**src/design/phy_port_pkg.sv**
```systemverilog
// Shared constants, field layouts and state types of the PHY data port.
// Assumes one 200 MHz core clock; all half periods derive from its rate.
package phy_port_pkg;

	////////////////////////////////////////////////////////////////////////
	// Clock rates and derived half periods in core cycles
	localparam int CLK_FREQ_HZ = 200_000_000;
	localparam int MII_FAST_HZ = 25_000_000;
	localparam int MII_SLOW_HZ = 2_500_000;
	localparam int REF_CLK_HZ  = 50_000_000;
	localparam logic [6:0] MII_FAST_HALF = 7'(CLK_FREQ_HZ / (2 * MII_FAST_HZ));
	localparam logic [6:0] MII_SLOW_HALF = 7'(CLK_FREQ_HZ / (2 * MII_SLOW_HZ));
	localparam logic [6:0] REF_HALF      = 7'(CLK_FREQ_HZ / (2 * REF_CLK_HZ));
	localparam logic [3:0] RMII_SLOW_REPEAT = 4'hA;
	localparam logic [1:0] STRAP_SETTLE     = 2'h3;

	////////////////////////////////////////////////////////////////////////
	// Strap codes and register map
	localparam logic [2:0]  STRAP_MII  = 3'h0;
	localparam logic [2:0]  STRAP_RMII = 3'h1;
	localparam logic [7:0]  CTRL_IDX   = 8'h1F;
	localparam logic [11:0] CTRL_ADDR  = {2'h0, CTRL_IDX, 2'h0};
	localparam logic [11:0] STATUS_ADDR = 12'h000;
	localparam int CTRL_CLK_MODE_BIT = 7;
	localparam logic CTRL_CLK_MODE_RESET = 1'b0;
	localparam int ST_STRAP_LSB = 0;
	localparam int ST_RMII      = 3;
	localparam int ST_MODE50    = 4;
	localparam int ST_SPEED100  = 5;
	localparam int ST_FULL_DUP  = 6;
	localparam int ST_LINK      = 7;
	localparam int ST_CRS       = 8;
	localparam int ST_TX_ACTIVE = 9;
	localparam int ST_RX_ACTIVE = 10;
	localparam logic [1:0] RESP_OKAY   = 2'h0;
	localparam logic [1:0] RESP_SLVERR = 2'h2;
	localparam logic [1:0] SEL_NONE   = 2'h0;
	localparam logic [1:0] SEL_STATUS = 2'h1;
	localparam logic [1:0] SEL_CTRL   = 2'h2;

	////////////////////////////////////////////////////////////////////////
	// Positions inside the synchronised pin vector
	localparam int SYNC_W   = 10;
	localparam int SY_TXEN  = 0;
	localparam int SY_TXD   = 1;
	localparam int SY_CFG   = 5;
	localparam int SY_XTAL  = 8;
	localparam int SY_RXCLK = 9;

	////////////////////////////////////////////////////////////////////////
	// Carriers and state
	typedef struct packed {
		logic       link_up;
		logic       speed100;
		logic       full_duplex;
	} line_status_type;

	typedef struct packed {
		logic       squelch;
		logic       preamble;
		logic       eof;
		logic       two_zeros;
		logic       jk;
		logic       tr;
		logic       idle;
		logic       valid;
		logic       sfd;
		logic       err;
		logic [3:0] data;
	} line_rx_type;

	typedef struct packed {
		logic       stb;
		logic       active;
		logic [3:0] data;
	} line_tx_type;

	typedef enum logic [1:0] {RX_IDLE, RX_WAIT, RX_DATA} rx_state_type;

	typedef struct packed {
		logic [6:0] cnt;
		logic       level;
		logic       rise;
		logic       fall;
	} div_state_type;

	typedef struct packed {
		logic [SYNC_W-1:0] meta;
		logic [SYNC_W-1:0] stable;
		logic [SYNC_W-1:0] last;
	} sync_state_type;

endpackage : phy_port_pkg

```
**src/design/phy_data_port.sv**
```systemverilog
// MAC-facing MII / RMII data port of a 10/100 transceiver, AXI4-Lite regs.
// Assumes a line core on the same clock supplies decoded receive nibbles
// and carrier events, and consumes transmit nibbles as strobes.
//
// Notes on behaviour
// - Strap 000 captured after reset selects the 4-bit MII mode.
// - MII transmit and receive are independent 4-bit paths.
// - TXC is generated free-running, 2.5 or 25 MHz by speed.
// - TXD is taken only while TXEN is high; otherwise ignored.
// - RXC follows line clock when carrier or 100M link, else local.
// - At 10M, RXDV rises on first SFD nibble, holds to frame end.
// - At 100M, RXDV covers first preamble nibble to last nibble.
// - Each RXC period with RXDV high carries one nibble on RXD.
// - RXER marks a symbol error for at least one RXC period.
// - At 10M, CRS rises on valid preamble, falls on end marker.
// - At 100M, CRS rises on J/K, falls on T/R or bare idle.
// - COL shows half-duplex overlap of transmit and receive.
// - Strap 001 with clock-mode bit 0 selects RMII 25 MHz mode.
// - Strap 001 with clock-mode bit 1 selects RMII 50 MHz mode.
// - All RMII signals are timed to one 50 MHz reference clock.
// - 25 MHz mode drives REF_CLK out; 50 MHz mode takes it in.
// - RMII TXD is taken only while TX_EN is high.
// - CRS_DV rises at once on carrier detect, falls on carrier loss.
// - CRS_DV covers first to last dibit, drops after the final one.
// - RXD reads 00 after CRS_DV rises until data is decoded.
// - Each reference period with CRS_DV high carries one dibit.
// - RX_ER marks a symbol error for at least one reference period.
`timescale 1ns/100ps
module phy_data_port
	import phy_port_pkg::*;
(
	input  wire logic            I_CLK,
	input  wire logic            I_RST_N,
	input  wire logic            I_CE,
	// Pins from the MAC side and board
	input  wire logic [2:0]      I_CONFIG,
	input  wire logic            I_CRYSTAL_CLOCK_INPUT,
	input  wire logic            I_TXEN,
	input  wire logic [3:0]      I_TXD,
	output logic                 O_TXC,
	output logic                 O_RXC,
	output logic                 O_RXDV,
	output logic [3:0]           O_RXD,
	output logic                 O_RXER,
	output logic                 O_CRS,
	output logic                 O_COL,
	output logic                 O_CRS_DV,
	output logic                 O_REF_CLK,
	output logic                 O_REF_CLK_OE,
	// Line core side
	input  wire logic            I_LINE_RXCLK,
	input  wire line_status_type I_LINE_STATUS,
	input  wire line_rx_type     I_LINE_RX,
	output line_tx_type          O_LINE_TX,
	// AXI4-Lite slave
	input  wire logic [11:0]     S_AXI_AWADDR,
	input  wire logic            S_AXI_AWVALID,
	output logic                 S_AXI_AWREADY,
	input  wire logic [31:0]     S_AXI_WDATA,
	input  wire logic [3:0]      S_AXI_WSTRB,
	input  wire logic            S_AXI_WVALID,
	output logic                 S_AXI_WREADY,
	output logic [1:0]           S_AXI_BRESP,
	output logic                 S_AXI_BVALID,
	input  wire logic            S_AXI_BREADY,
	input  wire logic [11:0]     S_AXI_ARADDR,
	input  wire logic            S_AXI_ARVALID,
	output logic                 S_AXI_ARREADY,
	output logic [31:0]          S_AXI_RDATA,
	output logic [1:0]           S_AXI_RRESP,
	output logic                 S_AXI_RVALID,
	input  wire logic            S_AXI_RREADY
);

	////////////////////////////////////////////////////////////////////////
	// State
	typedef struct packed {
		logic [1:0]   strap_cnt;
		logic         strap_done;
		logic [2:0]   strap;
		logic         mode50;
		logic         aw_got;
		logic [11:0]  aw_addr;
		logic         w_got;
		logic [31:0]  wdata;
		logic         wstrb0;
		logic         bvalid;
		logic [1:0]   bresp;
		logic         rvalid;
		logic [31:0]  rdata;
		logic [1:0]   rresp;
		logic         crs;
		logic         car100;
		logic         col;
		logic         tx_active;
		logic         tx_half;
		logic [3:0]   tx_rep;
		logic [1:0]   tx_dibit;
		line_tx_type  line_tx;
		logic         hold_valid;
		logic         hold_sfd;
		logic         hold_err;
		logic [3:0]   hold_data;
		rx_state_type rx_state;
		logic [3:0]   cur_nib;
		logic         cur_err;
		logic         rx_half;
		logic [3:0]   rx_rep;
		logic         rxdv;
		logic [3:0]   rxd;
		logic         rxer;
		logic         crs_dv;
		logic         rxc;
	} port_state_type;

	port_state_type r_reg;
	port_state_type r_next;

	logic [SYNC_W-1:0] pin_level;
	logic [SYNC_W-1:0] pin_rise;
	logic [SYNC_W-1:0] pin_fall;
	logic              txc_level;
	logic              txc_rise;
	logic              txc_fall;
	logic              refdiv_level;
	logic              refdiv_rise;
	logic              refdiv_fall;
	logic              rmii;
	logic              speed100;
	logic              ref_rise;
	logic              ref_fall;
	logic              use_line_clk;
	logic              rxc_rise;
	logic              rmii_carrier;
	logic [31:0]       status_word;

	function automatic logic [1:0] reg_decode(input logic [11:0] addr);
		if (addr == STATUS_ADDR) begin
			return SEL_STATUS;
		end else if (addr == CTRL_ADDR) begin
			return SEL_CTRL;
		end
		return SEL_NONE;
	endfunction : reg_decode

	////////////////////////////////////////////////////////////////////////
	// Pin synchronisers and clock generators
	phy_in_sync u_sync (
		.i_clk   (I_CLK),
		.i_rst_n (I_RST_N),
		.i_ce    (I_CE),
		.i_async ({I_LINE_RXCLK, I_CRYSTAL_CLOCK_INPUT, I_CONFIG, I_TXD,
		           I_TXEN}),
		.o_level (pin_level),
		.o_rise  (pin_rise),
		.o_fall  (pin_fall)
	);

	assign speed100 = I_LINE_STATUS.speed100;

	// Free-running transmit clock, also the local receive clock
	phy_clk_divider u_txc_div (
		.i_clk   (I_CLK),
		.i_rst_n (I_RST_N),
		.i_ce    (I_CE),
		.i_half  (speed100 ? MII_FAST_HALF : MII_SLOW_HALF),
		.o_level (txc_level),
		.o_rise  (txc_rise),
		.o_fall  (txc_fall)
	);

	phy_clk_divider u_ref_div (
		.i_clk   (I_CLK),
		.i_rst_n (I_RST_N),
		.i_ce    (I_CE),
		.i_half  (REF_HALF),
		.o_level (refdiv_level),
		.o_rise  (refdiv_rise),
		.o_fall  (refdiv_fall)
	);

	////////////////////////////////////////////////////////////////////////
	// Mode and timing selection
	assign rmii = r_reg.strap_done && (r_reg.strap == STRAP_RMII);
	// External reference edges in 50 MHz mode, own divider otherwise
	assign ref_rise = r_reg.mode50 ? pin_rise[SY_XTAL] : refdiv_rise;
	assign ref_fall = r_reg.mode50 ? pin_fall[SY_XTAL] : refdiv_fall;
	assign use_line_clk = I_LINE_STATUS.link_up &&
		(speed100 || r_reg.crs);
	assign rxc_rise = use_line_clk ? pin_rise[SY_RXCLK] : txc_rise;
	assign rmii_carrier = speed100 ? r_reg.car100 : I_LINE_RX.squelch;

	always_comb begin
		status_word = 32'h0000_0000;
		status_word[ST_STRAP_LSB +: 3] = r_reg.strap;
		status_word[ST_RMII]      = rmii;
		status_word[ST_MODE50]    = r_reg.mode50;
		status_word[ST_SPEED100]  = speed100;
		status_word[ST_FULL_DUP]  = I_LINE_STATUS.full_duplex;
		status_word[ST_LINK]      = I_LINE_STATUS.link_up;
		status_word[ST_CRS]       = r_reg.crs;
		status_word[ST_TX_ACTIVE] = r_reg.tx_active;
		status_word[ST_RX_ACTIVE] = (r_reg.rx_state != RX_IDLE);
	end

	////////////////////////////////////////////////////////////////////////
	// Next-state logic
	always_comb begin
		r_next = r_reg;
		r_next.line_tx.stb = 1'b0;

		// Strap is caught once the synchroniser has settled after reset
		if (!r_reg.strap_done) begin
			r_next.strap_cnt = r_reg.strap_cnt + 2'h1;
			if (r_reg.strap_cnt == STRAP_SETTLE) begin
				r_next.strap      = pin_level[SY_CFG +: 3];
				r_next.strap_done = 1'b1;
			end
		end

		// Register writes: address and data in either order
		if (S_AXI_AWVALID && S_AXI_AWREADY) begin
			r_next.aw_got  = 1'b1;
			r_next.aw_addr = S_AXI_AWADDR;
		end
		if (S_AXI_WVALID && S_AXI_WREADY) begin
			r_next.w_got  = 1'b1;
			r_next.wdata  = S_AXI_WDATA;
			r_next.wstrb0 = S_AXI_WSTRB[0];
		end
		if (r_reg.aw_got && r_reg.w_got && !r_reg.bvalid) begin
			r_next.aw_got = 1'b0;
			r_next.w_got  = 1'b0;
			r_next.bvalid = 1'b1;
			r_next.bresp  = RESP_OKAY;
			case (reg_decode(r_reg.aw_addr))
				SEL_CTRL: begin
					if (r_reg.wstrb0) begin
						r_next.mode50 = r_reg.wdata[CTRL_CLK_MODE_BIT];
					end
				end
				SEL_STATUS: begin
					r_next.bresp = RESP_OKAY;
				end
				default: begin
					r_next.bresp = RESP_SLVERR;
				end
			endcase
		end else if (r_reg.bvalid && S_AXI_BREADY) begin
			r_next.bvalid = 1'b0;
		end

		// Register reads
		if (S_AXI_ARVALID && S_AXI_ARREADY) begin
			r_next.rvalid = 1'b1;
			r_next.rresp  = RESP_OKAY;
			r_next.rdata  = 32'h0000_0000;
			case (reg_decode(S_AXI_ARADDR))
				SEL_STATUS: begin
					r_next.rdata = status_word;
				end
				SEL_CTRL: begin
					r_next.rdata[CTRL_CLK_MODE_BIT] = r_reg.mode50;
				end
				default: begin
					r_next.rresp = RESP_SLVERR;
				end
			endcase
		end else if (r_reg.rvalid && S_AXI_RREADY) begin
			r_next.rvalid = 1'b0;
		end

		// Carrier sense; link loss clears, else a set in the same cycle beats a clear
		if (!I_LINE_STATUS.link_up) begin
			r_next.crs    = 1'b0;
			r_next.car100 = 1'b0;
		end else if (speed100) begin
			if (I_LINE_RX.tr || I_LINE_RX.idle) begin
				r_next.crs    = 1'b0;
				r_next.car100 = 1'b0;
			end
			if (I_LINE_RX.jk) begin
				r_next.crs = 1'b1;
			end
			if (I_LINE_RX.two_zeros) begin
				r_next.car100 = 1'b1;
			end
		end else begin
			if (I_LINE_RX.eof) begin
				r_next.crs = 1'b0;
			end
			if (I_LINE_RX.preamble) begin
				r_next.crs = 1'b1;
			end
		end

		// Transmit: sample mid-period, away from the MAC's change edge
		if (!rmii) begin
			if (txc_fall) begin
				r_next.tx_active = pin_level[SY_TXEN];
				if (pin_level[SY_TXEN]) begin
					r_next.line_tx.stb  = 1'b1;
					r_next.line_tx.data = pin_level[SY_TXD +: 4];
				end
			end
		end else if (ref_fall) begin
			if (!pin_level[SY_TXEN]) begin
				r_next.tx_active = 1'b0;
				r_next.tx_half   = 1'b0;
				r_next.tx_rep    = 4'h0;
			end else if (speed100 || r_reg.tx_rep == 4'h0) begin
				// First sample at TX_EN rise, then once per ten at 10M
				r_next.tx_active = 1'b1;
				r_next.tx_half   = ~r_reg.tx_half;
				if (!r_reg.tx_half) begin
					r_next.tx_dibit = pin_level[SY_TXD +: 2];
				end else begin
					r_next.line_tx.stb  = 1'b1;
					r_next.line_tx.data = {pin_level[SY_TXD +: 2],
						r_reg.tx_dibit};
				end
			end
			if (pin_level[SY_TXEN] && !speed100) begin
				r_next.tx_rep = (r_reg.tx_rep == RMII_SLOW_REPEAT - 4'h1) ?
					4'h0 : r_reg.tx_rep + 4'h1;
			end
		end
		r_next.line_tx.active = r_next.tx_active;

		// Receive, MII: one nibble per RXC period
		if (!rmii) begin
			r_next.crs_dv = 1'b0;
			if (rxc_rise) begin
				r_next.rxer = 1'b0;
				case (r_reg.rx_state)
					RX_DATA: begin
						if (r_reg.hold_valid) begin
							r_next.rxd        = r_reg.hold_data;
							r_next.rxer       = r_reg.hold_err;
							r_next.hold_valid = 1'b0;
						end else if (!r_reg.crs) begin
							r_next.rxdv     = 1'b0;
							r_next.rxd      = 4'h0;
							r_next.rx_state = RX_IDLE;
						end
					end
					default: begin
						r_next.rxdv = 1'b0;
						r_next.rxd  = 4'h0;
						r_next.rx_state = RX_IDLE;
						if (r_reg.hold_valid) begin
							r_next.hold_valid = 1'b0;
							// Preamble nibbles before SFD are dropped at 10M
							if (speed100 || r_reg.hold_sfd) begin
								r_next.rxdv     = 1'b1;
								r_next.rxd      = r_reg.hold_data;
								r_next.rxer     = r_reg.hold_err;
								r_next.rx_state = RX_DATA;
							end
						end
					end
				endcase
			end
		end else begin
			r_next.rxdv = 1'b0;
			// Receive, RMII: CRS_DV rises without waiting for a clock edge
			if (r_reg.rx_state == RX_IDLE && rmii_carrier) begin
				r_next.crs_dv   = 1'b1;
				r_next.rxd      = 4'h0;
				r_next.rx_state = RX_WAIT;
				r_next.rx_rep   = 4'h0;
			end else if (ref_rise && (speed100 || r_reg.rx_rep == 4'h0)) begin
				case (r_reg.rx_state)
					RX_WAIT, RX_DATA: begin
						if (r_reg.rx_half) begin
							r_next.rxd     = {2'h0, r_reg.cur_nib[3:2]};
							r_next.rx_half = 1'b0;
						end else if (r_reg.hold_valid) begin
							r_next.cur_nib    = r_reg.hold_data;
							r_next.cur_err    = r_reg.hold_err;
							r_next.hold_valid = 1'b0;
							r_next.rxd        = {2'h0, r_reg.hold_data[1:0]};
							r_next.rxer       = r_reg.hold_err;
							r_next.rx_half    = 1'b1;
							r_next.rx_state   = RX_DATA;
						end else if (!rmii_carrier) begin
							r_next.crs_dv   = 1'b0;
							r_next.rxd      = 4'h0;
							r_next.rxer     = 1'b0;
							r_next.rx_state = RX_IDLE;
						end else begin
							r_next.rxd  = 4'h0;
							r_next.rxer = 1'b0;
						end
					end
					default: begin
						r_next.crs_dv = 1'b0;
						r_next.rxd    = 4'h0;
						r_next.rxer   = 1'b0;
					end
				endcase
			end
			if (ref_rise && !speed100 && r_reg.rx_state != RX_IDLE) begin
				r_next.rx_rep = (r_reg.rx_rep == RMII_SLOW_REPEAT - 4'h1) ?
					4'h0 : r_reg.rx_rep + 4'h1;
			end
		end

		// Newest line nibble overwrites any unconsumed one
		if (I_LINE_RX.valid) begin
			r_next.hold_valid = 1'b1;
			r_next.hold_data  = I_LINE_RX.data;
			r_next.hold_sfd   = I_LINE_RX.sfd;
			r_next.hold_err   = I_LINE_RX.err;
		end

		// Collision needs no clock alignment; RMII has no such pin
		r_next.col = !rmii && !I_LINE_STATUS.full_duplex &&
			pin_level[SY_TXEN] && r_reg.crs;
		// Clock source switch may stretch one RXC phase
		r_next.rxc = use_line_clk ? pin_level[SY_RXCLK] : txc_level;
	end

	always_ff @(posedge I_CLK or negedge I_RST_N) begin
		if (!I_RST_N) begin
			r_reg        <= '0;
			r_reg.mode50 <= CTRL_CLK_MODE_RESET;
		end else if (I_CE) begin
			r_reg <= r_next;
		end
	end

	////////////////////////////////////////////////////////////////////////
	// Outputs
	assign O_TXC        = txc_level && !rmii;
	assign O_RXC        = r_reg.rxc && !rmii;
	assign O_RXDV       = r_reg.rxdv;
	assign O_RXD        = r_reg.rxd;
	assign O_RXER       = r_reg.rxer;
	assign O_CRS        = r_reg.crs && !rmii;
	assign O_COL        = r_reg.col;
	assign O_CRS_DV     = r_reg.crs_dv;
	assign O_REF_CLK    = refdiv_level && rmii && !r_reg.mode50;
	assign O_REF_CLK_OE = rmii && !r_reg.mode50;
	assign O_LINE_TX    = r_reg.line_tx;

	assign S_AXI_AWREADY = !r_reg.aw_got && !r_reg.bvalid;
	assign S_AXI_WREADY  = !r_reg.w_got && !r_reg.bvalid;
	assign S_AXI_BVALID  = r_reg.bvalid;
	assign S_AXI_BRESP   = r_reg.bresp;
	assign S_AXI_ARREADY = !r_reg.rvalid;
	assign S_AXI_RVALID  = r_reg.rvalid;
	assign S_AXI_RDATA   = r_reg.rdata;
	assign S_AXI_RRESP   = r_reg.rresp;

endmodule : phy_data_port

```
**src/design/phy_clk_divider.sv**
```systemverilog
// Square-wave divider with one-cycle rise and fall pulses.
// Assumes i_half is at least 1 and changes only between frames.
`timescale 1ns/100ps
module phy_clk_divider
	import phy_port_pkg::*;
(
	input  wire logic       i_clk,
	input  wire logic       i_rst_n,
	input  wire logic       i_ce,
	input  wire logic [6:0] i_half,
	output logic            o_level,
	output logic            o_rise,
	output logic            o_fall
);

	div_state_type st_reg;
	div_state_type st_next;

	always_comb begin
		st_next = st_reg;
		st_next.rise = 1'b0;
		st_next.fall = 1'b0;
		// Compare with >= so a shorter half period takes effect at once
		if (st_reg.cnt >= i_half - 7'h1) begin
			st_next.cnt   = 7'h00;
			st_next.level = ~st_reg.level;
			st_next.rise  = ~st_reg.level;
			st_next.fall  = st_reg.level;
		end else begin
			st_next.cnt = st_reg.cnt + 7'h01;
		end
	end

	always_ff @(posedge i_clk or negedge i_rst_n) begin
		if (!i_rst_n) begin
			st_reg <= '0;
		end else if (i_ce) begin
			st_reg <= st_next;
		end
	end

	assign o_level = st_reg.level;
	assign o_rise  = st_reg.rise;
	assign o_fall  = st_reg.fall;

endmodule : phy_clk_divider

```
**src/design/phy_in_sync.sv**
```systemverilog
// Two-stage synchroniser for all pin inputs, with edge pulses.
// Assumes inputs are asynchronous levels; edges seen 2 to 3 cycles late.
`timescale 1ns/100ps
module phy_in_sync
	import phy_port_pkg::*;
(
	input  wire logic              i_clk,
	input  wire logic              i_rst_n,
	input  wire logic              i_ce,
	input  wire logic [SYNC_W-1:0] i_async,
	output logic      [SYNC_W-1:0] o_level,
	output logic      [SYNC_W-1:0] o_rise,
	output logic      [SYNC_W-1:0] o_fall
);

	sync_state_type st_reg;
	sync_state_type st_next;

	always_comb begin
		st_next        = st_reg;
		st_next.meta   = i_async;
		st_next.stable = st_reg.meta;
		st_next.last   = st_reg.stable;
	end

	always_ff @(posedge i_clk or negedge i_rst_n) begin
		if (!i_rst_n) begin
			st_reg <= '0;
		end else if (i_ce) begin
			st_reg <= st_next;
		end
	end

	// Only the second stage and later feed logic
	assign o_level = st_reg.stable;
	assign o_rise  = st_reg.stable & ~st_reg.last;
	assign o_fall  = ~st_reg.stable & st_reg.last;

endmodule : phy_in_sync

```
**config.mk**
```make
export PLATFORM = sky130hd
export DESIGN_NAME = phy_data_port
export DESIGN_NICKNAME = d
export VERILOG_FILES = /design/src/design/phy_port_pkg.sv /design/src/design/phy_data_port.sv /design/src/design/phy_clk_divider.sv /design/src/design/phy_in_sync.sv
export SDC_FILE = /design/constraint.sdc
export NUM_CORES = 1
export LEC_CHECK = 0
export ABC_CLOCK_PERIOD_IN_PS = 2500
export CAP_MARGIN = 40
export CORE_MARGIN = 1.5
export CORE_UTILIZATION = 45
export CTS_CLUSTER_DIAMETER = 80
export DETAILED_ROUTE_END_ITERATION = 7
export DONT_BUFFER_PORTS = 1
export SLEW_MARGIN = 10
export SYNTH_ARGS = -nofsm -noshare
export SYNTH_HDL_FRONTEND = slang
export SYNTH_SLANG_ARGS = --single-unit
```
**constraint.sdc**
```tcl
create_clock -name I_CLK -period 2.5 [get_ports I_CLK]
set_input_delay 0 -clock I_CLK [delete_from_list [all_inputs] [get_ports I_CLK]]
set_output_delay 0 -clock I_CLK [all_outputs]
set_load 0.01 [all_outputs]
```
==> Word-level counts from Yosys, hierarchy flattened <==
Cells that the tools add are included.
{ "totals": {"regBits": 185, "elab_cells": 303, "out_inout_bits": 60} }
{ "classes": {"bitwise": 10, "n_lt_le_gt_ge": 2, "addsub": 6, "n_reduce_logical": 85, "mux": 113, "eq_ne": 39} }
{ "op_table": {"columns": ["op", "count"], "rows": [
  ["2-to-1 mux 4 bit", 18],
  ["2-to-1 mux 2 bit", 28],
  ["2-to-1 mux 6 bit", 8],
  ["2-to-1 mux 1 bit", 42],
  ["2-to-1 mux 7 bit", 6],
  ["2-to-1 mux 34 bit", 1],
  ["logical AND 1 bit", 25],
  ["== test 12 x 7 -> 1 bit (second input constant)", 2],
  ["zero test 12 bit", 2],
  ["AND reduction 2 bit", 12],
  ["AND reduction 4 bit", 6],
  ["!= test 3 bit (second input constant)", 6],
  ["AND reduction 6 bit", 3],
  ["2-to-1 mux 8 bit", 2],
  ["!= test 4 bit (second input constant)", 4],
  ["nonzero test 2 bit", 8],
  ["AND reduction 5 bit", 3],
  ["adder 7 x 1 -> 7 bit (second input constant)", 2],
  ["2-to-1 mux 13 bit", 1],
  ["2-to-1 mux 3 bit", 4],
  ["AND reduction 3 bit", 4],
  ["bitwise AND 10 bit", 1],
  ["!= test 2 bit (second input constant)", 5],
  ["inverter 10 bit", 1],
  ["28 further kinds", 61]
]} }

==> Logic depth before layout (Yosys ltp) <==
Gate-level depths: netlist (run 1).
{ "depth": {"word_depth": 9, "ltp_mapped": 7} }

==> By module <==
From an unflattened synthesis (run 1), not the netlist that was laid out.
{ "unflattened": {"cells_unflattened": 670, "area_unflattened_um2": 7169.4} }
{ "modules_own_cells": {"columns": ["module", "n_inst", "seq_area_each_um2", "area_per_inst_um2", "cells_each"], "rows": [
  ["phy_data_port", 1, 1951.9, 4280.4, 429],
  ["phy_clk_divider", 2, 250.2, 726.9, 74],
  ["phy_in_sync", 1, 750.7, 1435.1, 93]
]} }

==> Least setup slack after synthesis (run 1) <==
No wires, ideal clock.
{ "synth_timing": {"path_type": "reg-to-reg", "startpoint": "register r_reg[8] (netlist name)", "endpoint": "register r_reg[16] (netlist name)", "required_ns": 2.375, "stages_incl_launch_ff": 8, "n_path_buf": 0, "path_slack_ns": 0.635, "arrival_ns": 1.741, "setup_ns": 0.125, "path_cell_list": "dfrtp_1 -> inv_1 -> ha_1 -> nor3b_1 -> o22ai_2 -> or2_4 -> nor3_4 -> mux2_2"} }
{ "synth_between": {"elab_chain_len": 4} }
{ "synth_lines": {"columns": ["item", "line", "source"], "rows": [
  ["start, declared", "phy_data_port.sv:116", "port_state_type r_reg;"],
  ["start signal, assigned", "phy_data_port.sv:429", "r_reg <= r_next;"],
  ["zero test 4 bit", "phy_data_port.sv:372", "end else if (ref_rise && (speed100 || r_reg.rx_rep == 4'h0)) begin"],
  ["logical OR 1 bit", "phy_data_port.sv:372", null],
  ["logical AND 1 bit", "phy_data_port.sv:372", null],
  ["AND reduction 7 bit (no line)", null, null]
]} }
No other way between the ends.
A chain may end at the register's enable or synchronous reset.

==> Final worst setup path (run 1) <==
{ "layout_timing": {"startpoint": "input S_AXI_ARADDR[7]", "endpoint": "register r_reg, in the netlist S_AXI_RDATA[3]"} }
{ "layout_between": {"elab_chain_len": 8} }
{ "layout_lines": {"columns": ["item", "line", "source"], "rows": [
  ["start, declared", "phy_data_port.sv:66", "input wire logic [11:0] S_AXI_ARADDR,"],
  ["== test 12 x 7 -> 1 bit", "phy_data_port.sv:140", "end else if (addr == CTRL_ADDR) begin"],
  ["2-to-1 mux 1 bit", "phy_data_port.sv:140", null],
  ["2-to-1 mux 1 bit", "phy_data_port.sv:138", "if (addr == STATUS_ADDR) begin"],
  ["2-to-1 mux 1 bit", "phy_data_port.sv:254", "if (S_AXI_ARVALID && S_AXI_ARREADY) begin"],
  ["2-to-1 mux 2 bit *", "phy_data_port.sv:143", "return SEL_NONE;"],
  ["2-to-1 mux 2 bit *", "phy_data_port.sv:254", null],
  ["== test 2 x 1 -> 1 bit *", "phy_data_port.sv:258", "case (reg_decode(S_AXI_ARADDR))"],
  ["2-to-1 mux 7 bit *", "phy_data_port.sv:258", null]
]} }
Every way passes the cells marked *; elsewhere a longest branch is shown, timed or not. The select of a mux whose other input is x is not followed.

==> summary.txt, run 1 <==
Worst setup path
  • Maximum fanout along the worst path: 9
  • Nature of the critical path startpoint: input port
  • Worst r2r src: r_reg[43]$_DFFE_PN0P_
  • CP arrival: roughly 2.6 ns
  • Internal reg-to-reg setup slack: between 0.3 and 0.4 ns
  • Path depth of the worst reg2reg path: 5
  • Worst flop-to-flop path endpoint: O_RXD[0]$_DFFE_PN0P_
  • Kind of end point of the critical path: flip-flop
  • Required arrival time at the worst endpoint: 2.83 ns
  • CP Class: in2reg

Synth
  • Top area cells in the synthesized netlist: sky130_fd_sc_hd__dfrtp_1, sky130_fd_sc_hd__mux2_2, sky130_fd_sc_hd__buf_4, sky130_fd_sc_hd__nand2_1, sky130_fd_sc_hd__ha_1
  • Synthesized instance count: about 550
  • Number of flip-flops and latches in the synthesized netlist: 120
  • Synthesized area divided by synthesized cell count: approximately 11 um^2
  • Netlist area before placement: ~6000 um^2
  • Fraction of post-synthesis cell area in the top cell type by area: 0.508
  • EDFF count, synth: 0
  • Number of unique standard cell types used by synthesis: 62
  • Main synth FF type: sky130_fd_sc_hd__dfrtp_1
  • Share of synthesized flip-flops with an asynchronous set or reset: 1.00
  • Cell accounting for the most synthesized area: sky130_fd_sc_hd__dfrtp_1
  • Ys Warns: 0
  • Sequential area share after synthesis: 0.508

CTS
  • Sinks on Clock Net: 120
  • Latest clock arrival within the worst-skew pair: 0.41 ns
  • Clock-pin slew on the worst setup and hold paths: approximately 0.050 ns
  • Cells resized by post-CTS repair: 0
  • Clock Tree Buf Depth: 2
  • Number of buffers inserted during clock tree synthesis: 17
  • CTS tree: done
  • H-tree depth: 4
  • CTS Root Cell: sky130_fd_sc_hd__clkbuf_16
  • Postcts setup bufs: 0
  • Number of buffers added to fix hold violations after cts: 60

Power
  • Sw Pwr: ~2.2 mW
  • Power density over cell area: roughly 1000 nW/um^2
  • Share of total power in the clock network: 0.336
  • Overall Power: 6.96 mW
  • Portion of total power attributed to combinational logic: 0.243
  • Internal power consumption: roughly 4.8 mW
  • Sequential share of power: 0.421
  • Leakage component of the power: 3.17 nW
  • Switching share of power: 0.313
  • Highest ir drop seen on vdd: about 430 uV

Global route
  • Largest net degree at the start of global routing: around 120
  • Final global-route overflow total: 0
  • Global routing usage summed across all routing layers: 0.190
  • Via count of the first global-routing pass: roughly 4000
  • Antenna violations before repair: 0
  • Wire length of the first global-routing pass: between 20 and 25 mm

Routing
  • First-pass iteration count of the detailed router: 4
  • Detailed Route Iter0 Violations: 145
  • Antenna-violating nets left: 0
  • Detailed Route WL: 12.5 mm
  • Drt drc: 0
  • Vias per std cell: ~5.3
  • Per-cell routed wire length: 16.0 um
  • Count of vias placed by the detailed router: roughly 4100

Status
  • Status: finished with violations
  • Failing checks: hold timing

Timing
  • Endpoints failing setup: 0
  • Setup slack after layout: 0.222 ns
  • Max frequency: approximately 0.44 GHz
  • Post-Route Skew: about 0.0063 ns
  • Sum Neg Setup Slack: 0 ns
  • Worst Hold Margin: -0.720 ns
  • Clock period minus final worst setup slack: between 2 and 2.5 ns
  • Number of endpoints with negative hold slack in the final report: 120
  • Transition at the pin with the smallest max-transition slack: slightly below 0.8 ns
  • Max_slew headroom: 0.474
  • Setup repair after global routing missed its margin: false
  • Share of the cycle needed by the critical path after routing: 0.911
  • Max-slew violation count: 0

Die
  • Die height: approximately 120 um
  • Cell Rows: 41
  • Total die area: around 14000 um^2
  • Initial Util: 0.465
  • Width of the die: 118 um
  • Core area: around 13000 um^2
  • Number of ports placed on the die boundary: 155

Finish
  • Antenna cell count: 0
  • Max FFs per register: 49
  • Fraction of final layout cells sized beyond drive strength 1: 0.174
  • Filler cell count: ~1100
  • Total number of nets in the final design: 706
  • Area growth, synth to finish: 19.0%

Placement
  • Setup slack at placement: 0.446 ns
  • Sum of net half-perimeters after detailed placement: around 7.9 mm
  • Weighted congestion at the end of routability-driven global placement: 0.776
  • Port buffer count: 0

Flow run
  • Number of max-cap violations: 0

Worst hold path
  • Worst min-delay path category: in2async
## through the flow
stage | hold slack (ns) | instances | area, um^2 | util
2_1_floorplan | -0.296 | 574 | 6000 | -
3_5_place_dp | -0.293 | 690 | 5850 | 0.460
4_1_cts | -0.735 | 780 | 7040 | 0.553
5_1_grt | -0.741 | 780 | 7040 | 0.553
3_3_place_gp | -0.293 | 690 | 5850 | 0.460
6_report | -0.720 | 780 | 7040 | 0.553
## power by group through the flow
| stage | sequential [mW] | combinational [mW] | clock, mW |
|---|---|---|---|
| 2_1_floorplan | 2.77 | 1.46 | 0 |
| 3_3_place_gp | 2.92 | 1.55 | 0 |
| 3_5_place_dp | 2.95 | 1.59 | 0 |
| 4_1_cts | 2.92 | 1.70 | 2.40 |
| 5_1_grt | 3.00 | 1.90 | 2.49 |
| 6_report | 2.93 | 1.69 | 2.34 |
## area by class of cell
class | instances | area, um^2 | share of cell area
tap | 172 | 215 | 0.0306
multi-input combinational | 367 | 2490 | 0.354
timing repair buffer | 67 | 671 | 0.0953
clock buffer | 20 | 467 | 0.0663
sequential | 120 | 3000 | 0.427
clock inverter | 10 | 103 | 0.0146
inverter | 24 | 90.1 | 0.0128
## worst max-delay path, cell delays in order
cell and delay [ns]:
sky130_fd_sc_hd__dlygate4sd3_1 0.54, sky130_fd_sc_hd__nor3_1 0.18, sky130_fd_sc_hd__dlygate4sd3_1 0.60, sky130_fd_sc_hd__nand2_1 0.08
sky130_fd_sc_hd__nor2_2 0.35, sky130_fd_sc_hd__dlygate4sd3_1 0.67, sky130_fd_sc_hd__nand2_1 0.06, sky130_fd_sc_hd__o21ai_0 0.13
## how the worst max path moves through the flow
stage / startpoint / endpoint / slack, ns / cells past startpoint
floorplan: r_reg[8]$_DFFE_PN0P_ / r_reg[16]$_DFFE_PN0P_ / 0.63 / 7
global placement: r_reg[8]$_DFFE_PN0P_ / r_reg[19]$_DFFE_PN0P_ / 0.45 / 7
detailed placement: r_reg[43]$_DFFE_PN0P_ / O_RXD[0]$_DFFE_PN0P_ / 0.45 / 5
CTS: I_CE / r_reg[90]$_DFFE_PN0P_ / 0.28 / 6
global route: S_AXI_ARADDR[7] / S_AXI_RDATA[3]$_DFFE_PN0P_ / 0.03 / 8
finish: S_AXI_ARADDR[7] / S_AXI_RDATA[3]$_DFFE_PN0P_ / 0.22 / 8
## cell usage after synthesis (4+ instances only)
| cell | instances |
|---|---|
| sky130_fd_sc_hd__xnor2_1 | 4 |
| sky130_fd_sc_hd__and3_1 | 6 |
| sky130_fd_sc_hd__nor4_1 | 5 |
| sky130_fd_sc_hd__dfrtp_1 | 120 |
| sky130_fd_sc_hd__nor2_1 | 33 |
| sky130_fd_sc_hd__nor2b_1 | 6 |
| sky130_fd_sc_hd__a31oi_1 | 4 |
| sky130_fd_sc_hd__clkbuf_1 | 12 |
| sky130_fd_sc_hd__ha_1 | 14 |
| sky130_fd_sc_hd__nand3_1 | 10 |
| sky130_fd_sc_hd__nand2_1 | 65 |
| sky130_fd_sc_hd__mux2i_1 | 7 |
| sky130_fd_sc_hd__xor2_1 | 8 |
| sky130_fd_sc_hd__nor3_1 | 10 |
| sky130_fd_sc_hd__a21o_1 | 6 |
| sky130_fd_sc_hd__buf_4 | 46 |
| sky130_fd_sc_hd__mux2_2 | 58 |
| sky130_fd_sc_hd__a22o_1 | 9 |
| sky130_fd_sc_hd__inv_1 | 23 |
| sky130_fd_sc_hd__o41ai_1 | 4 |
| sky130_fd_sc_hd__o21ai_0 | 31 |
| sky130_fd_sc_hd__a21oi_1 | 13 |
## placed cells by master, fill, tap and decap left out, types with 3 or more instances in the layout
master	Yosys	routed
sky130_fd_sc_hd__and3b_1	3	3
sky130_fd_sc_hd__nor2b_1	6	6
sky130_fd_sc_hd__clkinv_2	0	7
sky130_fd_sc_hd__nand4_1	3	3
sky130_fd_sc_hd__nor3_1	10	10
sky130_fd_sc_hd__xor2_1	8	8
sky130_fd_sc_hd__buf_4	46	7
sky130_fd_sc_hd__mux2_2	58	58
sky130_fd_sc_hd__o21ai_0	31	31
sky130_fd_sc_hd__a31oi_1	4	4
sky130_fd_sc_hd__inv_1	23	23
sky130_fd_sc_hd__o41ai_1	4	4
sky130_fd_sc_hd__dfrtp_1	120	120
sky130_fd_sc_hd__and3_1	6	6
sky130_fd_sc_hd__mux2i_1	7	7
sky130_fd_sc_hd__nor4_1	5	5
sky130_fd_sc_hd__clkbuf_16	0	17
sky130_fd_sc_hd__nor3b_1	3	3
sky130_fd_sc_hd__ha_1	14	14
sky130_fd_sc_hd__a22o_1	9	9
sky130_fd_sc_hd__nand3_1	10	10
sky130_fd_sc_hd__conb_1	1	23
sky130_fd_sc_hd__xnor2_1	4	4
sky130_fd_sc_hd__a21oi_1	13	13
sky130_fd_sc_hd__nor2_1	33	33
sky130_fd_sc_hd__nand2_1	65	65
sky130_fd_sc_hd__a21o_1	6	6
sky130_fd_sc_hd__dlygate4sd3_1	0	59
sky130_fd_sc_hd__clkbuf_8	0	3
## metal layers
| metal | up-vias | global-route usage | wire, um |
|---|---|---|---|
| met3 | 21 | 0.0606 | 610 |
| met5 | - | 0 | 0 |
| met2 | 113 | 0.308 | 6070 |
| li1 | 1959 | - | - |
| met4 | 0 | 0.0785 | 274 |
| met1 | 2003 | 0.237 | 5560 |
## cell families after synthesis
group / after synthesis / synth area share
xor gates and xnor gates: 12 / 0.0178
other: 1 / 0.000634
adders and majority gates: 14 / 0.0296
AOI/OAI and AO/OA: 89 / 0.0988
DFF: 120 / 0.508
muxes: 66 / 0.125
and+or+nand+nor: 163 / 0.136
buffers and inverters: 87 / 0.0848
Note: power is estimated with default switching activity, not from simulation.
==> run 2, diff against run 1 <==
--- a/config.mk
+++ b/config.mk
@@ -5,6 +5,7 @@
 export SDC_FILE = /design/constraint.sdc
 export NUM_CORES = 1
 export LEC_CHECK = 0
+export ABC_AREA = 1
 export ABC_CLOCK_PERIOD_IN_PS = 2500
 export CAP_MARGIN = 40
 export CORE_MARGIN = 1.5
==> summary.txt, run 2 <==
Die
  • Number of ports placed on the die boundary: around 160
  • Cell Rows: between 40 and 50
  • Initial Util: 0.464
  • Die height: approximately 120 um
  • Total die area: around 14000 um^2
  • Core area: 13300 um^2
  • Width of the die: about 120 um

Power
  • Power density over cell area: 999 nW/um^2
  • Overall Power: slightly above 7 mW
  • Highest ir drop seen on vdd: just under 600 uV
  • Leakage component of the power: 3.59 nW

Worst setup path
  • Nature of the critical path startpoint: input port
  • CP arrival: 2.70 ns
  • CP Class: in2reg
  • Worst r2r src: S_AXI_BVALID$_DFFE_PN0P_
  • Internal reg-to-reg setup slack: 0.15 ns
  • Required arrival time at the worst endpoint: around 2.8 ns
  • Path depth of the worst reg2reg path: 6
  • Worst flop-to-flop path endpoint: r_reg[90]$_DFFE_PN0P_
  • Kind of end point of the critical path: flip-flop
  • Maximum fanout along the worst path: a little under 70

CTS
  • CTS tree: done
  • Number of buffers added to fix hold violations after cts: 67
  • Clock-pin slew on the worst setup and hold paths: around 0.05 ns
  • Postcts setup bufs: 0
  • Cells resized by post-CTS repair: 0
  • CTS Root Cell: sky130_fd_sc_hd__clkbuf_16
  • H-tree depth: 4
  • Sinks on Clock Net: 120
  • Clock Tree Buf Depth: 2
  • Number of buffers inserted during clock tree synthesis: 17
  • Latest clock arrival within the worst-skew pair: between 0.4 and 0.5 ns

Finish
  • Antenna cell count: 0
  • Max FFs per register: 49
  • Total number of nets in the final design: 871
  • Final core area utilization: 0.547
  • Commonest non-fill, non-tap cell in the layout: sky130_fd_sc_hd__nand2_1
  • Fraction of final layout cells sized beyond drive strength 1: 0.105
  • Area growth, synth to finish: 17.8%
  • Filler cell count: roughly 1200
  • Commonest non-fill, non-tap cells in the layout: sky130_fd_sc_hd__nand2_1, sky130_fd_sc_hd__dfrtp_1, sky130_fd_sc_hd__inv_1
  • Final std cells w/o fill: roughly 950
  • Non-Filler Cell Area, Final: ~7300 um^2

Synth
  • Top area cells in the synthesized netlist: sky130_fd_sc_hd__dfrtp_1, sky130_fd_sc_hd__nand2_1, sky130_fd_sc_hd__buf_4, sky130_fd_sc_hd__inv_1, sky130_fd_sc_hd__o21ai_0
  • Cell accounting for the most synthesized area: sky130_fd_sc_hd__dfrtp_1
  • Most frequent cell after synthesis: sky130_fd_sc_hd__nand2_1
  • Ys Warns: 0
  • EDFF count, synth: 0
  • Fraction of post-synthesis cell area in the top cell type by area: 0.486
  • Most numerous cell types in the synthesized netlist: sky130_fd_sc_hd__nand2_1, sky130_fd_sc_hd__dfrtp_1, sky130_fd_sc_hd__inv_1
  • Share of synthesized flip-flops with an asynchronous set or reset: 1.00
  • Main synth FF type: sky130_fd_sc_hd__dfrtp_1
  • Number of flip-flops and latches in the synthesized netlist: between 100 and 150
  • Synthesized instance count: just over 700
  • Number of unique standard cell types used by synthesis: 45
  • Netlist area before placement: 6170 um^2
  • Synthesized area divided by synthesized cell count: 8.61 um^2
  • Sequential area share after synthesis: 0.486

Timing
  • Post-Route Skew: between 0.01 and 0.015 ns
  • Share of the cycle needed by the critical path after routing: 0.961
  • Max-slew violation count: 0
  • Sum Neg Setup Slack: 0 ns
  • Setup repair after global routing missed its margin: false
  • Number of endpoints with negative hold slack in the final report: 120
  • Worst Hold Margin: -0.726 ns
  • Endpoints failing setup: 0
  • Setup slack after layout: a little under 0.1 ns
  • Transition at the pin with the smallest max-transition slack: ~0.74 ns
  • Clock period minus final worst setup slack: 2.40 ns
  • Max frequency: 0.416 GHz
  • Max_slew headroom: 0.509

Global route
  • Largest net degree at the start of global routing: 121
  • Antenna violations before repair: 0
  • Final global-route overflow total: 0
  • Wire length of the first global-routing pass: between 20 and 25 mm
  • Global routing usage summed across all routing layers: 0.204
  • Via count of the first global-routing pass: 4837

Placement
  • Setup slack at placement: ~0.80 ns
  • Weighted congestion at the end of routability-driven global placement: 0.819
  • Sum of net half-perimeters after detailed placement: approximately 8.8 mm
  • Total instance count after detailed placement: roughly 850
  • Port buffer count: 0
  • Area post-placement: roughly 6000 um^2

Routing
  • Drt drc: 0
  • Count of vias placed by the detailed router: around 4800
  • Detailed Route WL: ~14 mm
  • Per-cell routed wire length: between 10 and 15 um
  • Antenna-violating nets left: 0
  • First-pass iteration count of the detailed router: 6
  • Vias per std cell: between 5 and 6
  • Detailed Route Iter0 Violations: 330

Status
  • Status: finished with violations
  • Failing checks: hold timing

Flow run
  • Number of max-cap violations: 0

Worst hold path
  • Worst min-delay path category: in2async
## run 2: cell types whose count changed in the layout (fill, tap and decap cells not counted), sizes merged, moves of 6 or more
cell and delta:
dlygate4sd3 +7, nand2 +119, o21ai +28, nand3 +36
a22o -9, mux2 -47, buf -6, nor2b -6
a21oi +8, inv +53, nor2 +27, nand4 +6
## run 2: cell type report
class                           instances  area [um^2]  area share
Clock buffer                           25          515      0.0709
Clock inverter                          3         40.0     0.00551
Inverter                               77          290      0.0399
Multi-Input combinational cell        478         2500       0.345
Sequential cell                       120         3000       0.413
Tap cell                              176          220      0.0303
Timing Repair Buffer                   68          696      0.0957
## run 2: layer usage
| layer | wire [um] | global-route usage |
|---|---|---|
| met1 | 6150 | 0.255 |
| met2 | 6500 | 0.335 |
| met3 | 963 | 0.0675 |
| met4 | 161 | 0.0655 |
| met5 | 0 | 0 |
## run 2: critical path: stages
cell and delay [ns]:
sky130_fd_sc_hd__dlygate4sd3_1 0.78, sky130_fd_sc_hd__buf_16 0.32, sky130_fd_sc_hd__nand3_1 0.16, sky130_fd_sc_hd__a211oi_1 0.23, sky130_fd_sc_hd__dlygate4sd3_1 0.60, sky130_fd_sc_hd__a21oi_1 0.04, sky130_fd_sc_hd__dlygate4sd3_1 0.55
## run 2: worst max-delay path by stage
| stage | startpoint | to | slack, ns | cells after the start |
|---|---|---|---|---|
| 2_1_floorplan | u_txc_div.st_reg[5]$_DFFE_PN0P_ | u_txc_div.o_fall$_DFFE_PN0P_ | 1.11 | 7 |
| 3_3_place_gp | r_reg[132]$_DFFE_PN0P_ | O_CRS_DV$_DFFE_PN0P_ | 0.82 | 10 |
| 3_5_place_dp | r_reg[132]$_DFFE_PN0P_ | O_CRS_DV$_DFFE_PN0P_ | 0.80 | 10 |
| 4_1_cts | S_AXI_BVALID$_DFFE_PN0P_ | r_reg[90]$_DFFE_PN0P_ | 0.17 | 6 |
| 5_1_grt | I_CE | r_reg[43]$_DFFE_PN0P_ | 0.03 | 7 |
| 6_report | I_CE | r_reg[43]$_DFFE_PN0P_ | 0.1 | 7 |
## run 2: logic make-up (layout without fill, tap and decap cells)
logic type               after synthesis  after routing  synth area share
multiplexers                          15             15            0.0268
other                                  1             23          0.000607
buffers and inverters                141            173             0.121
adder cells (fa/ha/maj)               14             14            0.0284
flip-flops                           120            120             0.486
AND/OR/NAND/NOR                      317            317             0.232
XOR/XNOR                               8              8            0.0114
AO/OA/AOI/OAI                        101            101            0.0930
## run 2: where the power goes
group          internal (mW)  total [mW]  leakage [nW]  switching (mW)
sequential              2.48        2.93          1.51           0.451
combinational          0.816        2.02          1.80            1.21
clock                   1.50        2.31         0.277           0.809
total                   4.79        7.26          3.59            2.47
==> run 3, diff against run 2 <==
--- a/config.mk
+++ b/config.mk
@@ -6,7 +6,7 @@
 export NUM_CORES = 1
 export LEC_CHECK = 0
 export ABC_AREA = 1
-export ABC_CLOCK_PERIOD_IN_PS = 2500
+export ABC_CLOCK_PERIOD_IN_PS = 2200
 export CAP_MARGIN = 40
 export CORE_MARGIN = 1.5
 export CORE_UTILIZATION = 45
==> constraint.sdc (replaced) <==
create_clock -name I_CLK -period 2.2 [get_ports I_CLK]
set_input_delay 0 -clock I_CLK [delete_from_list [all_inputs] [get_ports I_CLK]]
set_output_delay 0 -clock I_CLK [all_outputs]
set_load 0.01 [all_outputs]
==> summary.txt, run 3 (synthesized netlist as in run 2, its figures left out) <==
Die
  • Die height: 120 um
  • Cell Rows: 42
  • Total die area: roughly 14000 um^2
  • Number of ports placed on the die boundary: 155
  • Initial Util: 0.464
  • Core area: around 13000 um^2
  • Width of the die: 120 um

Global route
  • Antenna violations before repair: 0
  • Via count of the first global-routing pass: 4766
  • Final global-route overflow total: 0
  • Global routing usage summed across all routing layers: 0.200
  • Largest net degree at the start of global routing: about 120
  • Wire length of the first global-routing pass: 22.7 mm

Timing
  • Max frequency: ~0.48 GHz
  • Clock period minus final worst setup slack: 2.09 ns
  • Worst Hold Margin: -0.717 ns
  • Setup slack after layout: between 0.1 and 0.15 ns
  • Max-slew violation count: 0
  • Endpoints failing setup: 0
  • Number of endpoints with negative hold slack in the final report: 120
  • Post-Route Skew: 0.00577 ns
  • Share of the cycle needed by the critical path after routing: 0.950
  • Setup repair after global routing missed its margin: false
  • Sum Neg Setup Slack: 0 ns

Placement
  • Total instance count after detailed placement: about 850
  • Weighted congestion at the end of routability-driven global placement: ~0.8
  • Setup slack at placement: between 0.4 and 0.5 ns
  • Port buffer count: 0
  • Sum of net half-perimeters after detailed placement: 8.96 mm

Routing
  • First-pass iteration count of the detailed router: 4
  • Count of vias placed by the detailed router: approximately 4800
  • Vias per std cell: around 5
  • Drt drc: 0
  • Antenna-violating nets left: 0
  • Per-cell routed wire length: 14.7 um
  • Detailed Route Iter0 Violations: roughly 300
  • Detailed Route WL: 14.0 mm

Power
  • Power density over cell area: 1150 nW/um^2
  • Leakage component of the power: between 3 and 4 nW
  • Highest ir drop seen on vdd: 614 uV

Worst setup path
  • CP arrival: 2.39 ns
  • Largest stage delay on the critical path: between 0.6 and 0.7 ns
  • Maximum fanout along the worst path: 4
  • Worst path slowest cell: sky130_fd_sc_hd__dlygate4sd3_1
  • Kind of end point of the critical path: flip-flop
  • Nature of the critical path startpoint: input port
  • CP Class: in2reg
  • Most prevalent standard cell on the critical path: sky130_fd_sc_hd__dlygate4sd3_1
  • Path depth of the worst reg2reg path: 5
  • Sequence of cells on the critical path: dlygate4sd3_1 -> nand2_2 -> inv_1 -> nand3_1 -> nand3_1 -> a211oi_1 -> dlygate4sd3_1 -> a21oi_1 -> dlygate4sd3_1
  • Required arrival time at the worst endpoint: roughly 2.5 ns

CTS
  • Sinks on Clock Net: 120
  • Number of buffers inserted during clock tree synthesis: 17
  • CTS Root Cell: sky130_fd_sc_hd__clkbuf_16
  • Clock-pin slew on the worst setup and hold paths: approximately 0.05 ns
  • Postcts setup bufs: 0
  • CTS tree: done
  • H-tree depth: 4
  • Clock Tree Buf Depth: 2
  • Latest clock arrival within the worst-skew pair: about 0.42 ns

Finish
  • Fraction of final layout cells sized beyond drive strength 1: 0.112
  • Commonest non-fill, non-tap cell in the layout: sky130_fd_sc_hd__nand2_1
  • Area growth, synth to finish: 18.8%
  • Final std cells w/o fill: around 950
  • Commonest non-fill, non-tap cells in the layout: sky130_fd_sc_hd__nand2_1, sky130_fd_sc_hd__dfrtp_1, sky130_fd_sc_hd__inv_1
  • Total number of nets in the final design: 872
  • Antenna cell count: 0
  • Max FFs per register: 49

Status
  • Failing checks: hold timing
  • Status: finished with violations

Flow run
  • Number of max-cap violations: 0

Worst hold path
  • Worst min-delay path category: in2async
-- run 3: metal layers --
layer,track usage,vias to the layer above,routed length (um)
met5,0,-,0
met4,0.0885,0,261
met3,0.0551,25,797
met2,0.321,141,6580
met1,0.254,2302,6360
li1,-,2342,-
-- run 3: final timing paths --
path                                           startpoint                         endpoint  slack (ns)
max                                      I_LINE_STATUS[2]            r_reg[43]$_DFFE_PN0P_        0.11
min                                               I_RST_N  u_ref_div.st_reg[6]$_DFFE_PN0P_       -0.72
max reg2reg                      S_AXI_BVALID$_DFFE_PN0P_           r_reg[116]$_DFFE_PN0P_        0.14
min reg2reg                u_sync.st_next[15]$_DFFE_PN0P_   u_sync.st_next[15]$_DFFE_PN0P_        0.47
max in group asynchronous                         I_RST_N           r_reg[115]$_DFFE_PN0P_        2.75
min in group I_CLK                       I_LINE_STATUS[1]             O_CRS_DV$_DFFE_PN0P_        0.07
-- run 3: cell type report --
type                    count  area, um^2
fillers                  1219        5960
flip-flops and latches    120        3000
multi-input cells         478        2510
repair buffers             69         711
clock buffers              22         474
inverters                  77         290
well taps                 176         220
clock inverters             9         123
-- run 3: stage by stage --
stage | hold slack [ns] | util | instance area, um^2 | power, mW
2_1_floorplan | -0.296 | - | 6260 | 5.12
3_3_place_gp | -0.288 | 0.453 | 6030 | 5.31
3_5_place_dp | -0.289 | 0.453 | 6030 | 5.41
4_1_cts | -0.735 | 0.548 | 7290 | 8.46
5_1_grt | -0.736 | 0.552 | 7340 | 8.98
6_report | -0.717 | 0.552 | 7340 | 8.44
-- run 3: what timing repair did --
| action | 4_1_cts | 5_1_grt |
|---|---|---|
| hold buffers | 65 | 1 |
| gates resized for setup | 0 | 5 |
| setup endpoints to repair | 0 | 9 |
| hold endpoints to repair | 220 | 125 |
-- run 3: critical path, delay by kind of cell --
kind	cells	cell delay, ns
buffers and inverters	4	1.82
AO/OA/AOI/OAI	2	0.25
AND/OR/NAND/NOR	3	0.31
-- run 3: where the power goes --
| group | switching (mW) | internal, mW |
|---|---|---|
| sequential | 0.518 | 2.82 |
| combinational | 1.37 | 0.915 |
| clock | 0.962 | 1.85 |
| total | 2.85 | 5.58 |
